--- src/mfb_pkg.sv ---
/*
 * Shared constants and types for the parallel muting safety logic.
 * Assumes a 100 MHz system clock and a logic execution cycle made by a divider.
 */
package mfb_pkg;

	// ----------------------------------------------------------------
	// Timing
	// ----------------------------------------------------------------
	localparam int CLK_PERIOD_NS = 10;
	localparam int LOGIC_CYCLE_US = 4000;
	localparam int TICK_CYCLES_DEF = (LOGIC_CYCLE_US * 1000) / CLK_PERIOD_NS;
	localparam int BELT_EXT_MS = 5000;
	localparam int BELT_EXT_TICKS = (BELT_EXT_MS * 1000) / LOGIC_CYCLE_US;
	localparam int BLINK_HZ = 2;
	localparam int BLINK_HALF_US = 1000000 / (2 * BLINK_HZ);
	localparam int BLINK_HALF_TICKS = BLINK_HALF_US / LOGIC_CYCLE_US;
	localparam int BLINK_W = 8;
	localparam int TMR_W = 16;

	// ----------------------------------------------------------------
	// Register map
	// ----------------------------------------------------------------
	localparam logic [7:0] REG_CFG_ADDR = 8'h00;
	localparam logic [7:0] REG_TOTAL_ADDR = 8'h04;
	localparam logic [7:0] REG_CONC_ADDR = 8'h08;
	localparam logic [7:0] REG_OVR_ADDR = 8'h0C;
	localparam logic [7:0] REG_STATUS_ADDR = 8'h10;
	localparam logic [7:0] CFG_RST = 8'h0F;
	localparam logic [TMR_W-1:0] TOTAL_RST = 16'h0FA0;
	localparam logic [TMR_W-1:0] CONC_RST = 16'h0064;
	localparam logic [TMR_W-1:0] OVR_RST = 16'h3A98;
	localparam logic [TMR_W-1:0] BELT_EXT = TMR_W'(BELT_EXT_TICKS);

	// Configuration bit positions.
	localparam int CFG_CONC_EN = 0;
	localparam int CFG_TOTAL_EN = 1;
	localparam int CFG_END_ESPE = 2;
	localparam int CFG_OVR_EN = 3;
	localparam int CFG_DIR_USED = 4;
	localparam int CFG_DIR_LO = 5;
	localparam int CFG_DIR_HI = 6;
	localparam int CFG_CONV_USED = 7;

	// Direction detection modes.
	localparam logic [1:0] DIR_BOTH = 2'h0;
	localparam logic [1:0] DIR_A_FIRST = 2'h1;
	localparam logic [1:0] DIR_B_FIRST = 2'h2;

	// Muting error causes.
	localparam int ERR_CONC = 0;
	localparam int ERR_TOTAL = 1;
	localparam int ERR_DIR = 2;
	localparam int ERR_SEQ = 3;
	localparam int ERR_GAP = 4;
	localparam int ERR_W = 5;

	// Pin vector positions.
	localparam int PIN_A1 = 0;
	localparam int PIN_A2 = 1;
	localparam int PIN_B1 = 2;
	localparam int PIN_B2 = 3;
	localparam int PIN_DIR = 4;
	localparam int PIN_ESPE = 5;
	localparam int PIN_OVR = 6;
	localparam int PIN_CONV = 7;
	localparam int PIN_RUN = 8;
	localparam int PIN_W = 9;

	// Muting controller states.
	typedef enum logic [8:0] {
		ST_STOP = 9'h001,
		ST_IDLE = 9'h002,
		ST_BLOCKED = 9'h004,
		ST_WAIT_CLEAR = 9'h008,
		ST_MUTE_FIRST = 9'h010,
		ST_MUTE_SECOND = 9'h020,
		ST_OVR_REQ = 9'h040,
		ST_OVERRIDE = 9'h080,
		ST_ERROR = 9'h100
	} mfb_state_type;

endpackage

--- src/mfb_timer.sv ---
/*
 * Pausable saturating tick counter with a registered expiry flag.
 * Assumes tick_in is a one-cycle pulse on the same clock.
 */
`timescale 1ns/1ps
module mfb_timer
	import mfb_pkg::*;
#(
	parameter int W = 16
)
(
	// Clock and reset.
	input wire logic sys_clk_in,
	input wire logic sys_rst_in,
	// Control.
	input wire logic tick_in,
	input wire logic run_in,
	input wire logic clear_in,
	input wire logic [W-1:0] limit_in,
	// Result.
	output logic expired_out
);

	typedef struct packed {
		logic [W-1:0] count;
		logic expired;
	} mfb_tmr_vec_type;

	mfb_tmr_vec_type q_reg;
	mfb_tmr_vec_type q_next;

	// ----------------------------------------------------------------
	// Counting
	// ----------------------------------------------------------------

	// Count on ticks while running, hold while paused, restart on clear.
	always_comb
	begin
		q_next = q_reg;
		if (clear_in)
		begin
			q_next.count = '0;
		end
		else if (tick_in && run_in && (q_reg.count != {W{1'b1}}))
		begin
			q_next.count = W'(q_reg.count + 1'b1);
		end
		q_next.expired = !clear_in && (q_next.count >= limit_in);
	end

	// State register.
	always_ff @(posedge sys_clk_in or posedge sys_rst_in)
	begin
		if (sys_rst_in)
		begin
			q_reg <= '0;
		end
		else
		begin
			q_reg <= q_next;
		end
	end

	assign expired_out = q_reg.expired;

endmodule

--- src/mfb_parallel_muting.sv ---
/*
 * Parallel muting safety logic with start-up handling, error latching,
 * override and a small register port for configuration and status.
 * Assumes sensor pins are asynchronous and that software writes the
 * configuration before Run is entered.
 */
// Our own choices: strobed register access and the register offsets.
`timescale 1ns/1ps
module mfb_parallel_muting
	import mfb_pkg::*;
#(
	parameter int TICK_CYCLES = TICK_CYCLES_DEF
)
(
	// Clock and reset.
	input wire logic sys_clk_in,
	input wire logic sys_rst_in,
	// Register port.
	input wire logic [7:0] reg_addr_in,
	input wire logic [31:0] reg_wdata_in,
	input wire logic reg_wr_in,
	input wire logic reg_rd_in,
	output logic [31:0] reg_rdata_out,
	// Sensor and command pins.
	input wire logic first_pair_sensor_one_in,
	input wire logic first_pair_sensor_two_in,
	input wire logic second_pair_sensor_one_in,
	input wire logic second_pair_sensor_two_in,
	input wire logic direction_enable_input_in,
	input wire logic espe_ossd_in,
	input wire logic override_in,
	input wire logic conveyor_in,
	input wire logic run_mode_in,
	// Safety outputs.
	output logic enable_out,
	output logic muting_status_out,
	output logic muting_lamp_out,
	output logic override_required_out,
	output logic muting_error_out,
	output logic fault_present_out
);

	localparam int DIV_W = $clog2(TICK_CYCLES);
	localparam logic [DIV_W-1:0] DIV_LAST = DIV_W'(TICK_CYCLES - 1);
	localparam logic [BLINK_W-1:0] BLINK_LAST = BLINK_W'(BLINK_HALF_TICKS - 1);

	typedef struct packed {
		logic [PIN_W-1:0] sync1;
		logic [PIN_W-1:0] sync2;
		logic [DIV_W-1:0] div;
		logic tick;
		mfb_state_type state;
		logic first_is_b;
		logic [ERR_W-1:0] err;
		logic ext_used;
		logic ovr_prev;
		logic dir_prev;
		logic [BLINK_W-1:0] blink_cnt;
		logic blink;
		logic [7:0] cfg;
		logic [TMR_W-1:0] total_lim;
		logic [TMR_W-1:0] conc_lim;
		logic [TMR_W-1:0] ovr_lim;
		logic [31:0] rdata;
		logic enable;
		logic status;
		logic lamp;
		logic ovr_req;
		logic mute_err;
	} mfb_vec_type;

	mfb_vec_type q_reg;
	mfb_vec_type q_next;

	logic [PIN_W-1:0] pins;
	logic [1:0] pair_a;
	logic [1:0] pair_b;
	logic [1:0] first_pair;
	logic [1:0] second_pair;
	logic espe;
	logic belt_run;
	logic in_mute;
	logic total_run;
	logic total_clear;
	logic conc_run;
	logic conc_clear;
	logic ovr_run;
	logic ovr_clear;
	logic [TMR_W-1:0] total_limit;
	logic total_exp;
	logic conc_exp;
	logic ovr_exp;

	// ----------------------------------------------------------------
	// Decoded view of the synchronised pins
	// ----------------------------------------------------------------

	// Pins gathered for the synchroniser.
	assign pins = {run_mode_in, conveyor_in, override_in, espe_ossd_in,
		direction_enable_input_in, second_pair_sensor_two_in, second_pair_sensor_one_in,
		first_pair_sensor_two_in, first_pair_sensor_one_in};

	// Pair views follow the transport direction latched at cycle start.
	assign pair_a = {q_reg.sync2[PIN_A2], q_reg.sync2[PIN_A1]};
	assign pair_b = {q_reg.sync2[PIN_B2], q_reg.sync2[PIN_B1]};
	assign first_pair = q_reg.first_is_b ? pair_b : pair_a;
	assign second_pair = q_reg.first_is_b ? pair_a : pair_b;
	assign espe = q_reg.sync2[PIN_ESPE];
	assign in_mute = (q_reg.state == ST_MUTE_FIRST) || (q_reg.state == ST_MUTE_SECOND);

	// ----------------------------------------------------------------
	// Timers
	// ----------------------------------------------------------------

	assign belt_run = !q_reg.cfg[CFG_CONV_USED] || q_reg.sync2[PIN_CONV];
	assign total_run = in_mute && belt_run;
	assign total_clear = !in_mute;
	assign total_limit = TMR_W'(q_reg.total_lim + (q_reg.ext_used ? BELT_EXT : '0));
	// Concurrency runs while a pair that should switch together is split.
	assign conc_run = belt_run && (((q_reg.state == ST_IDLE) && ((^pair_a) || (^pair_b)))
		|| ((q_reg.state == ST_MUTE_FIRST) && (^second_pair)));
	assign conc_clear = !conc_run && belt_run;
	assign ovr_run = (q_reg.state == ST_OVR_REQ) || (q_reg.state == ST_OVERRIDE);
	assign ovr_clear = (q_reg.state == ST_IDLE) || (q_reg.state == ST_STOP);

	// Total muting time.
	mfb_timer #(.W(TMR_W)) total_tmr (
		.sys_clk_in(sys_clk_in),
		.sys_rst_in(sys_rst_in),
		.tick_in(q_reg.tick),
		.run_in(total_run),
		.clear_in(total_clear),
		.limit_in(total_limit),
		.expired_out(total_exp)
	);

	// Concurrency window.
	mfb_timer #(.W(TMR_W)) conc_tmr (
		.sys_clk_in(sys_clk_in),
		.sys_rst_in(sys_rst_in),
		.tick_in(q_reg.tick),
		.run_in(conc_run),
		.clear_in(conc_clear),
		.limit_in(q_reg.conc_lim),
		.expired_out(conc_exp)
	);

	// Total override time.
	mfb_timer #(.W(TMR_W)) ovr_tmr (
		.sys_clk_in(sys_clk_in),
		.sys_rst_in(sys_rst_in),
		.tick_in(q_reg.tick),
		.run_in(ovr_run),
		.clear_in(ovr_clear),
		.limit_in(q_reg.ovr_lim),
		.expired_out(ovr_exp)
	);

	// ----------------------------------------------------------------
	// Next-state logic
	// ----------------------------------------------------------------

	// Synchroniser, divider, register port, controller and outputs.
	always_comb
	begin
		logic [ERR_W-1:0] new_err;
		logic clr;
		logic start_a;
		logic start_b;
		logic dir_bad;
		logic all_low;
		logic any_on;
		logic mute_act;
		new_err = '0;
		clr = 1'b0;
		start_a = 1'b0;
		start_b = 1'b0;
		dir_bad = 1'b0;
		all_low = !(|pair_a) && !(|pair_b);
		any_on = !all_low;
		mute_act = 1'b0;
		q_next = q_reg;
		q_next.sync1 = pins;
		q_next.sync2 = q_reg.sync1;
		q_next.tick = (q_reg.div == DIV_LAST);
		q_next.div = q_next.tick ? '0 : DIV_W'(q_reg.div + 1'b1);
		q_next.rdata = '0;

		// Register writes and reads.
		if (reg_wr_in)
		begin
			if (reg_addr_in == REG_CFG_ADDR)
				q_next.cfg = reg_wdata_in[7:0];
			else if (reg_addr_in == REG_TOTAL_ADDR)
				q_next.total_lim = reg_wdata_in[TMR_W-1:0];
			else if (reg_addr_in == REG_CONC_ADDR)
				q_next.conc_lim = reg_wdata_in[TMR_W-1:0];
			else if (reg_addr_in == REG_OVR_ADDR)
				q_next.ovr_lim = reg_wdata_in[TMR_W-1:0];
		end
		if (reg_rd_in)
		begin
			if (reg_addr_in == REG_CFG_ADDR)
				q_next.rdata = {24'h000000, q_reg.cfg};
			else if (reg_addr_in == REG_TOTAL_ADDR)
				q_next.rdata = {16'h0000, q_reg.total_lim};
			else if (reg_addr_in == REG_CONC_ADDR)
				q_next.rdata = {16'h0000, q_reg.conc_lim};
			else if (reg_addr_in == REG_OVR_ADDR)
				q_next.rdata = {16'h0000, q_reg.ovr_lim};
			else if (reg_addr_in == REG_STATUS_ADDR)
				q_next.rdata = {11'h000, q_reg.state, q_reg.err, q_reg.ext_used,
					q_reg.enable, q_reg.status, q_reg.lamp, q_reg.ovr_req,
					q_reg.mute_err, q_reg.mute_err};
		end

		if (q_reg.tick)
		begin
			q_next.ovr_prev = q_reg.sync2[PIN_OVR];
			q_next.dir_prev = q_reg.sync2[PIN_DIR];
			dir_bad = q_reg.cfg[CFG_DIR_USED] && !q_reg.dir_prev;
			case (q_reg.state)
				ST_STOP:
				begin
					if (q_reg.sync2[PIN_RUN])
					begin
						if (espe && all_low)
							q_next.state = ST_IDLE;
						else if (espe)
							q_next.state = ST_WAIT_CLEAR;
						else if (any_on && q_reg.cfg[CFG_OVR_EN])
							q_next.state = ST_OVR_REQ;
						else
							q_next.state = ST_BLOCKED;
					end
				end
				ST_BLOCKED:
				begin
					if (espe)
						q_next.state = all_low ? ST_IDLE : ST_WAIT_CLEAR;
				end
				ST_WAIT_CLEAR:
				begin
					if (all_low)
						q_next.state = ST_IDLE;
					else if (!espe && q_reg.cfg[CFG_OVR_EN])
						q_next.state = ST_OVR_REQ;
					else if (!espe)
						new_err[ERR_SEQ] = 1'b1;
				end
				ST_IDLE:
				begin
					q_next.ext_used = 1'b0;
					start_a = (&pair_a) && !(|pair_b);
					start_b = (&pair_b) && !(|pair_a);
					if ((&pair_a) && (&pair_b))
						new_err[ERR_SEQ] = 1'b1;
					else if ((start_a && (q_reg.cfg[CFG_DIR_HI:CFG_DIR_LO] == DIR_B_FIRST))
						|| (start_b && (q_reg.cfg[CFG_DIR_HI:CFG_DIR_LO] == DIR_A_FIRST))
						|| ((start_a || start_b) && dir_bad))
						new_err[ERR_DIR] = 1'b1;
					else if (start_a || start_b)
					begin
						q_next.first_is_b = start_b;
						q_next.state = ST_MUTE_FIRST;
					end
					if (conc_exp && q_reg.cfg[CFG_CONC_EN])
						new_err[ERR_CONC] = 1'b1;
				end
				ST_MUTE_FIRST:
				begin
					if ((&first_pair) && (&second_pair))
						q_next.state = ST_MUTE_SECOND;
					else if (!(&first_pair))
						new_err[ERR_SEQ] = 1'b1;
					if (conc_exp && q_reg.cfg[CFG_CONC_EN])
						new_err[ERR_CONC] = 1'b1;
				end
				ST_MUTE_SECOND:
				begin
					if (!(&second_pair))
					begin
						if (|first_pair)
							new_err[ERR_GAP] = 1'b1;
						else
						begin
							clr = 1'b1;
							q_next.state = ST_IDLE;
						end
					end
					else if (q_reg.cfg[CFG_END_ESPE] && espe && !(|first_pair))
					begin
						clr = 1'b1;
						q_next.state = ST_WAIT_CLEAR;
					end
				end
				ST_OVR_REQ:
				begin
					if (q_reg.sync2[PIN_OVR] && !q_reg.ovr_prev)
					begin
						clr = 1'b1;
						q_next.state = ST_OVERRIDE;
					end
					else if (all_low && espe)
						q_next.state = ST_IDLE;
				end
				ST_OVERRIDE:
				begin
					if (all_low)
					begin
						clr = 1'b1;
						q_next.state = ST_IDLE;
					end
				end
				ST_ERROR:
				begin
					if (all_low && espe)
						q_next.state = ST_IDLE;
					else if (any_on && !espe && q_reg.cfg[CFG_OVR_EN])
						q_next.state = ST_OVR_REQ;
				end
				default:
				begin
					q_next.state = ST_STOP;
				end
			endcase

			if (in_mute && total_exp && q_reg.cfg[CFG_TOTAL_EN])
				new_err[ERR_TOTAL] = 1'b1;
			if (ovr_run && ovr_exp)
				new_err[ERR_TOTAL] = 1'b1;
			if (in_mute && !belt_run)
				q_next.ext_used = 1'b1;
			if (|new_err)
				q_next.state = ST_ERROR;
			q_next.err = (clr ? '0 : q_reg.err) | new_err;
			if (!q_reg.sync2[PIN_RUN])
			begin
				q_next.state = ST_STOP;
				q_next.err = '0;
			end

			// Blink runs only while override is requested.
			if (q_next.state != ST_OVR_REQ)
			begin
				q_next.blink_cnt = '0;
				q_next.blink = 1'b1;
			end
			else if (q_reg.blink_cnt == BLINK_LAST)
			begin
				q_next.blink_cnt = '0;
				q_next.blink = !q_reg.blink;
			end
			else
				q_next.blink_cnt = BLINK_W'(q_reg.blink_cnt + 1'b1);

			// muted first pair to far clear, or in override
			mute_act = (q_next.state == ST_MUTE_FIRST) || (q_next.state == ST_MUTE_SECOND)
				|| (q_next.state == ST_OVERRIDE);
			q_next.mute_err = |q_next.err;
			q_next.enable = !q_next.mute_err && (mute_act || (espe
				&& ((q_next.state == ST_IDLE) || (q_next.state == ST_WAIT_CLEAR))));
			q_next.status = mute_act && !q_next.mute_err;
			q_next.ovr_req = (q_next.state == ST_OVR_REQ) && q_next.blink;
			q_next.lamp = q_next.status || q_next.ovr_req;
		end
	end

	// ----------------------------------------------------------------
	// State register
	// ----------------------------------------------------------------

	// All state of the block, reset to constants.
	always_ff @(posedge sys_clk_in or posedge sys_rst_in)
	begin
		if (sys_rst_in)
		begin
			q_reg <= '0;
			q_reg.state <= ST_STOP;
			q_reg.cfg <= CFG_RST;
			q_reg.total_lim <= TOTAL_RST;
			q_reg.conc_lim <= CONC_RST;
			q_reg.ovr_lim <= OVR_RST;
		end
		else
		begin
			q_reg <= q_next;
		end
	end

	// Outputs come straight from the state register.
	assign reg_rdata_out = q_reg.rdata;
	assign enable_out = q_reg.enable;
	assign muting_status_out = q_reg.status;
	assign muting_lamp_out = q_reg.lamp;
	assign override_required_out = q_reg.ovr_req;
	assign muting_error_out = q_reg.mute_err;
	assign fault_present_out = q_reg.mute_err;

endmodule

--- config.mk ---
export PLATFORM = sky130hd
export DESIGN_NAME = mfb_parallel_muting
export DESIGN_NICKNAME = d
export VERILOG_FILES = /design/src/mfb_pkg.sv /design/src/mfb_timer.sv /design/src/mfb_parallel_muting.sv
export SDC_FILE = /design/constraint.sdc
export NUM_CORES = 1
export LEC_CHECK = 0
export ABC_AREA = 1
export BUFFER_PORTS_ARGS = -buffer_cell sky130_fd_sc_hd__buf_4
export CAP_MARGIN = 5
export CORE_MARGIN = 3
export CORE_UTILIZATION = 44
export CTS_CLUSTER_SIZE = 8
export DETAILED_ROUTE_END_ITERATION = 10
export GPL_TIMING_DRIVEN = 0
export RECOVER_POWER = 50
export SYNTH_ARGS = -nofsm -noshare
export SYNTH_HDL_FRONTEND = slang
export SYNTH_SLANG_ARGS = --single-unit
--- constraint.sdc ---
create_clock -name sys_clk_in -period 10.5 [get_ports sys_clk_in]
set_input_delay 2.1 -clock sys_clk_in [delete_from_list [all_inputs] [get_ports sys_clk_in]]
set_output_delay 2.1 -clock sys_clk_in [all_outputs]
set_load 0.05 [all_outputs]
Word-level counts from Yosys, hierarchy flattened
Index checks and enable logic that the tools add are counted.
- memories kept: 0
- memory bits (read-only): 0
- RAM bits: 0
- word-level logic and storage cells: 236
- input port bits: 53
- output and inout bits: 38
- latch bits: 0
- register bits: 209
- divide/modulo/power cells: 0
- multiplexer cells: 77
- $add $sub $neg: 6
- $lt $le $gt $ge: 3
- bitwise operators: 6
- equal/unequal tests: 27
- multiply operators: 0
- shift operators: 0
- reduce and logical (&&, ||, !) cells: 89
- operator list (cell ; count):
    $mux 9 ; 17
    $mux 21 ; 6
    $mux 16 ; 6
    $pmux 9 s9 ; 1
    $add 16x1->16 const B ; 3
    $ge 16x16->1 ; 3
    $ne 16x16->1 const B ; 3
    $logic_and 1x1->1 ; 40
    $mux 1 ; 30
    $mux 10 ; 3
    $mux 7 ; 3
    $add 19x1->19 const B ; 1
    $eq 19x19->1 const B ; 1
    $mux 19 ; 1
    $eq 9x2->1 const B ; 2
    $eq 9x4->1 const B ; 2
    $eq 9x5->1 const B ; 2
    $eq 9x6->1 const B ; 2
    $eq 9x7->1 const B ; 2
    $eq 9x8->1 const B ; 2
    $add 16x11->16 ; 1
    $eq 8x4->1 const B ; 2
    $mux 5 ; 3
    $logic_not 1->1 ; 14
    other kinds (27) ; 58

Logic depth before layout (Yosys ltp)
- depth after elaboration: 19
- depth in mapped cells: 29
- mapped depth without buffers: 29

Cells and area by module
Synthesis repeated with hierarchy kept, for this count alone.
- cells, all modules: 1547
- area total of the unflattened synthesis: 12024.0 sq um
- by module, submodules not included (module ; cells an instance ; area an instance (sq um) ; instances):
    mfb_parallel_muting ; 886 ; 7493.4 ; 1
    mfb_timer at conc_tmr ... ; 219 ; 1502.7 ; 2
    mfb_timer at total_tmr ; 223 ; 1525.2 ; 1

Least setup slack after synthesis
No wires, ideal clock.
- path kind: in2reg
- start point: in reg_addr_in[7]
- end point: reg q_reg, in the netlist reg_rdata_out[10]
- setup slack: 6.996 ns
- path buffers: 1
- stages: 8
- data arrival time: 3.400 ns
- required time: 10.396 ns
- cell sequence: nor2_1 nand3_2 nor3_2 inv_2 nand2_1 buf_4 a21oi_1 a221oi_1
- RTL lines (item ; line ; source):
    start: declaration ; mfb_parallel_muting.sv:19 ; input wire logic [7:0] reg_addr_in,
    end signal: assignment ; mfb_parallel_muting.sv:387 ; q_reg <= q_next;
    end: declaration ; mfb_parallel_muting.sv:72 ; mfb_vec_type q_reg;

==> run summary <==
post-synthesis mux area share: 0.0880%
DRT iter0 DRCs: 1044
metal2 WL: 13.3 mm
WS Path Type: input pin to flop
CTS tree: yes
Power Density: 122 mW/mm^2
Placer Congestion: 0.908
Synth Area in Compound Gates: 13.5%
GR Util All Layers: 21.7%
total number of H-tree levels: 4
sequential fraction of the synthesis area: 43.8%
maxcap violations: 1
FP Rows: 58
Cell variety after synth: 51
violated checks: capacitance limit, slew limit
Worst-Margin Slew: 3.18 ns
critical-path maximum fanout: 10
clock skew: 0.0130 ns
share of flip-flops with an asynchronous set or reset: 100%
Seq pwr share: 50.7%
wl on met1: 14.1 mm
fillers: 2471
largest family of logic cells by synthesized area: simple AND/OR/NAND/NOR gates
f_max: 240 MHz
layout cells sized above 1: 11.9%
Max Slew Vio Count: 71
first-pass GRT wire length: 48.3 mm
Post-Synth Adder-Cell Area: 7.15%
total die area: 0.0278 mm^2
setup repair after global routing missed its margin: false
antenna violations before repair: 0
Total Routed Length: 30.4 mm
Sw Ratio: 25.9%
Die X: 167 um
Synth Area in Simple Gates: 22.8%
Antenna Cells: 0
Area Overhead vs Synth: 12.6%
Root Driver: clkbuf_16
layout net count: 1614
I/O pin cnt: 91
DP Worst Slack: 6.03 ns
IO buf count: 62
fin util: 50.5%
Final WS setup: 6.33 ns
Syn Area/Cell: 8.10 um^2
setup tns final: 0 ns
total grt overflow: 0
Area contributors post-synth: dfrtp_1 (39%), nand2_1 (9.2%), ha_1 (7.2%)
Main synth FF type: dfrtp_1
relative slew slack: -113%
data required time of the critical path: 10.77 ns
crit-path cells: buf_4 -> nor2_1 -> nand3_2 -> nor3_2 -> inv_2 -> nand2_1 -> inv_1 -> o21ai_0 -> a21oi_1 -> o31ai_1
# DRC: 0
Resize count post-CTS: 0
hold buffers post-CTS: 0
Gate Count Post-Synth: 1404
clk slew on worst S/H paths: 0.08 ns
Hold Vio Cnt, Final: 0
crit path time final: 4.17 ns
Initial Util: 44.9%
via-per-instance ratio: 5.29
Clock Latency Late Sink: 0.44 ns
height of the chip: 167 um
Vias: 9732
vias in the first global route: 9103
Post-Synth XOR/XNOR Area: 2.85%
top routing layer in use: met4
# clock sinks: 198
largest net degree at the start of global routing: 129
number of setup violations in the final report: 0
area leader, netlist: dfrtp_1
Crit-path slowest cell: nor3_2
Sw Pwr: 406 uW
Seq cells post-synth: 198
TritonRoute pass-1 iters: 5
hpwl dp: 23.2 mm
worst min path class: flop to flop
yosys warns: 0
CTS buffer count: 17
period utilisation layout: 39.8%
max reg flops: 107
Pleak: 6.10 nW
Setup crit start kind: input pin
ANT nets after route: 0
Mapped Area: 0.0114 mm^2
Pint: 1.16 mW
EDFF count, synth: 0
Worst Setup End Kind: flop
area share of the largest cell type after synthesis: 38.9%
Arr. time, crit path: 4.44 ns
clk buf depth: 2
DR WL/cell: 16.5 um
total power draw: 1.57 mW
setup bufs post-CTS: 0
clock power share: 42.2%
Placeable Area: 0.0253 mm^2
Worst VDD drop: 0.0000914 V
largest stage delay on the critical path: 0.63 ns
status: finished with violations
met3 WL: 2.34 mm
Comb power frac: 7.1%
-- cell usage in the layout (no fill, tap or decap), types with 4 or more instances in the layout --
master	count
inv_6	4
o21ai_0	130
nor3_1	34
clkbuf_4	10
clkbuf_1	23
a21oi_1	72
o31ai_1	10
inv_1	194
a211oi_1	10
clkbuf_16	17
a221oi_1	11
o221ai_1	6
o21a_1	8
ha_1	65
xnor2_1	11
inv_2	5
dfstp_2	21
a31oi_1	4
dfrtp_1	177
nand3_1	80
xor2_1	26
conb_1	11
buf_4	86
nand4_1	30
o22ai_1	6
nand2_2	7
nor4_1	7
nor3b_1	4
nor2_1	109
nand2_1	284
-- power groups by stage --
stage | clock (mW) | combinational (mW) | sequential (mW)
floorplan | 0 | 0.0776 | 0.803
global placement | 0 | 0.109 | 0.808
detailed placement | 0 | 0.112 | 0.808
CTS | 0.672 | 0.113 | 0.794
global route | 0.706 | 0.127 | 0.796
finish | 0.660 | 0.111 | 0.794
-- cell type report --
cell class | instances | area (um^2) | area share [%]
inverters | 200 | 752 | 5.87
repair buffers | 63 | 493 | 3.85
well taps | 330 | 413 | 3.23
multi-input cells | 956 | 5230 | 40.8
flip-flops and latches | 198 | 4980 | 38.9
plain buffers | 60 | 355 | 2.78
clock inverters | 14 | 139 | 1.09
clock buffers | 18 | 439 | 3.43
-- metrics by stage --
| step | hold WS (ns) | cell area [um^2] | instances |
|---|---|---|---|
| 5_1_grt | 0.363 | 12800 | 1839 |
| 6_report | 0.351 | 12800 | 1839 |
| 3_3_place_gp | 0.333 | 12300 | 1806 |
| 3_5_place_dp | 0.335 | 12300 | 1807 |
| 2_1_floorplan | 0.331 | 11400 | 1414 |
| 4_1_cts | 0.353 | 12900 | 1839 |
-- cells by family after synthesis --
family	count (synthesis)
multiplexers	1
AO/OA/AOI/OAI	267
adder cells (fa/ha/maj)	65
flip-flops	198
other	1
XOR/XNOR	37
buffers and inverters	260
AND/OR/NAND/NOR	575
-- final timing paths --
kind | startpoint | endpoint | slack, ns | cells after the start
max reg2reg | q_reg[116]$_DFFE_PP0P_ | conc_tmr.expired_out$_DFF_PP0_ | 6.51 | 20
max | reg_addr_in[7] | reg_rdata_out[7]$_DFF_PP0_ | 6.33 | 10
min in group asynchronous | sys_rst_in | q_reg[95]$_DFFE_PP0P_ | 2.58 | 2
min reg2reg | q_next[143]$_DFF_PP0_ | pair_b[1]$_DFF_PP0_ | 0.35 | 0
min | q_next[143]$_DFF_PP0_ | pair_b[1]$_DFF_PP0_ | 0.35 | 0
max in group asynchronous | sys_rst_in | total_tmr.q_reg[11]$_DFF_PP0_ | 6.37 | 3
-- worst max-delay path, delay by kind of cell --
| kind | cells | cell delay [ns] |
|---|---|---|
| buffers and inverters | 3 | 0.47 |
| and+or+nand+nor | 4 | 1.19 |
| AOI/OAI and AO/OA | 3 | 0.66 |
-- routing by layer --
| metal | up-vias | GRT usage (%) |
|---|---|---|
| met2 | 369 | 33.5 |
| li1 | 4788 | - |
| met5 | - | 0 |
| met3 | 36 | 4.41 |
| met1 | 4539 | 31.6 |
| met4 | 0 | 4.99 |
-- cell usage after synthesis (3+ instances only) --
library cell,n
buf_4,34
nor4_1,7
nor3_1,33
o21a_1,8
nand2_2,11
o31ai_1,10
a21oi_1,70
ha_1,65
xnor2_1,11
o21ai_1,5
inv_2,5
o221ai_1,6
a31oi_1,4
nor3b_1,3
inv_1,195
nor2_4,7
a211oi_1,10
o22ai_1,5
a221oi_1,11
nor3_2,3
clkbuf_1,22
o21ai_0,128
buf_2,3
nand2_1,279
dfstp_2,21
nand4_1,30
nor2_2,9
nor2_1,99
xor2_1,26
nand3_1,80
dfrtp_1,177
Note: power is estimated with default switching activity, not from simulation.
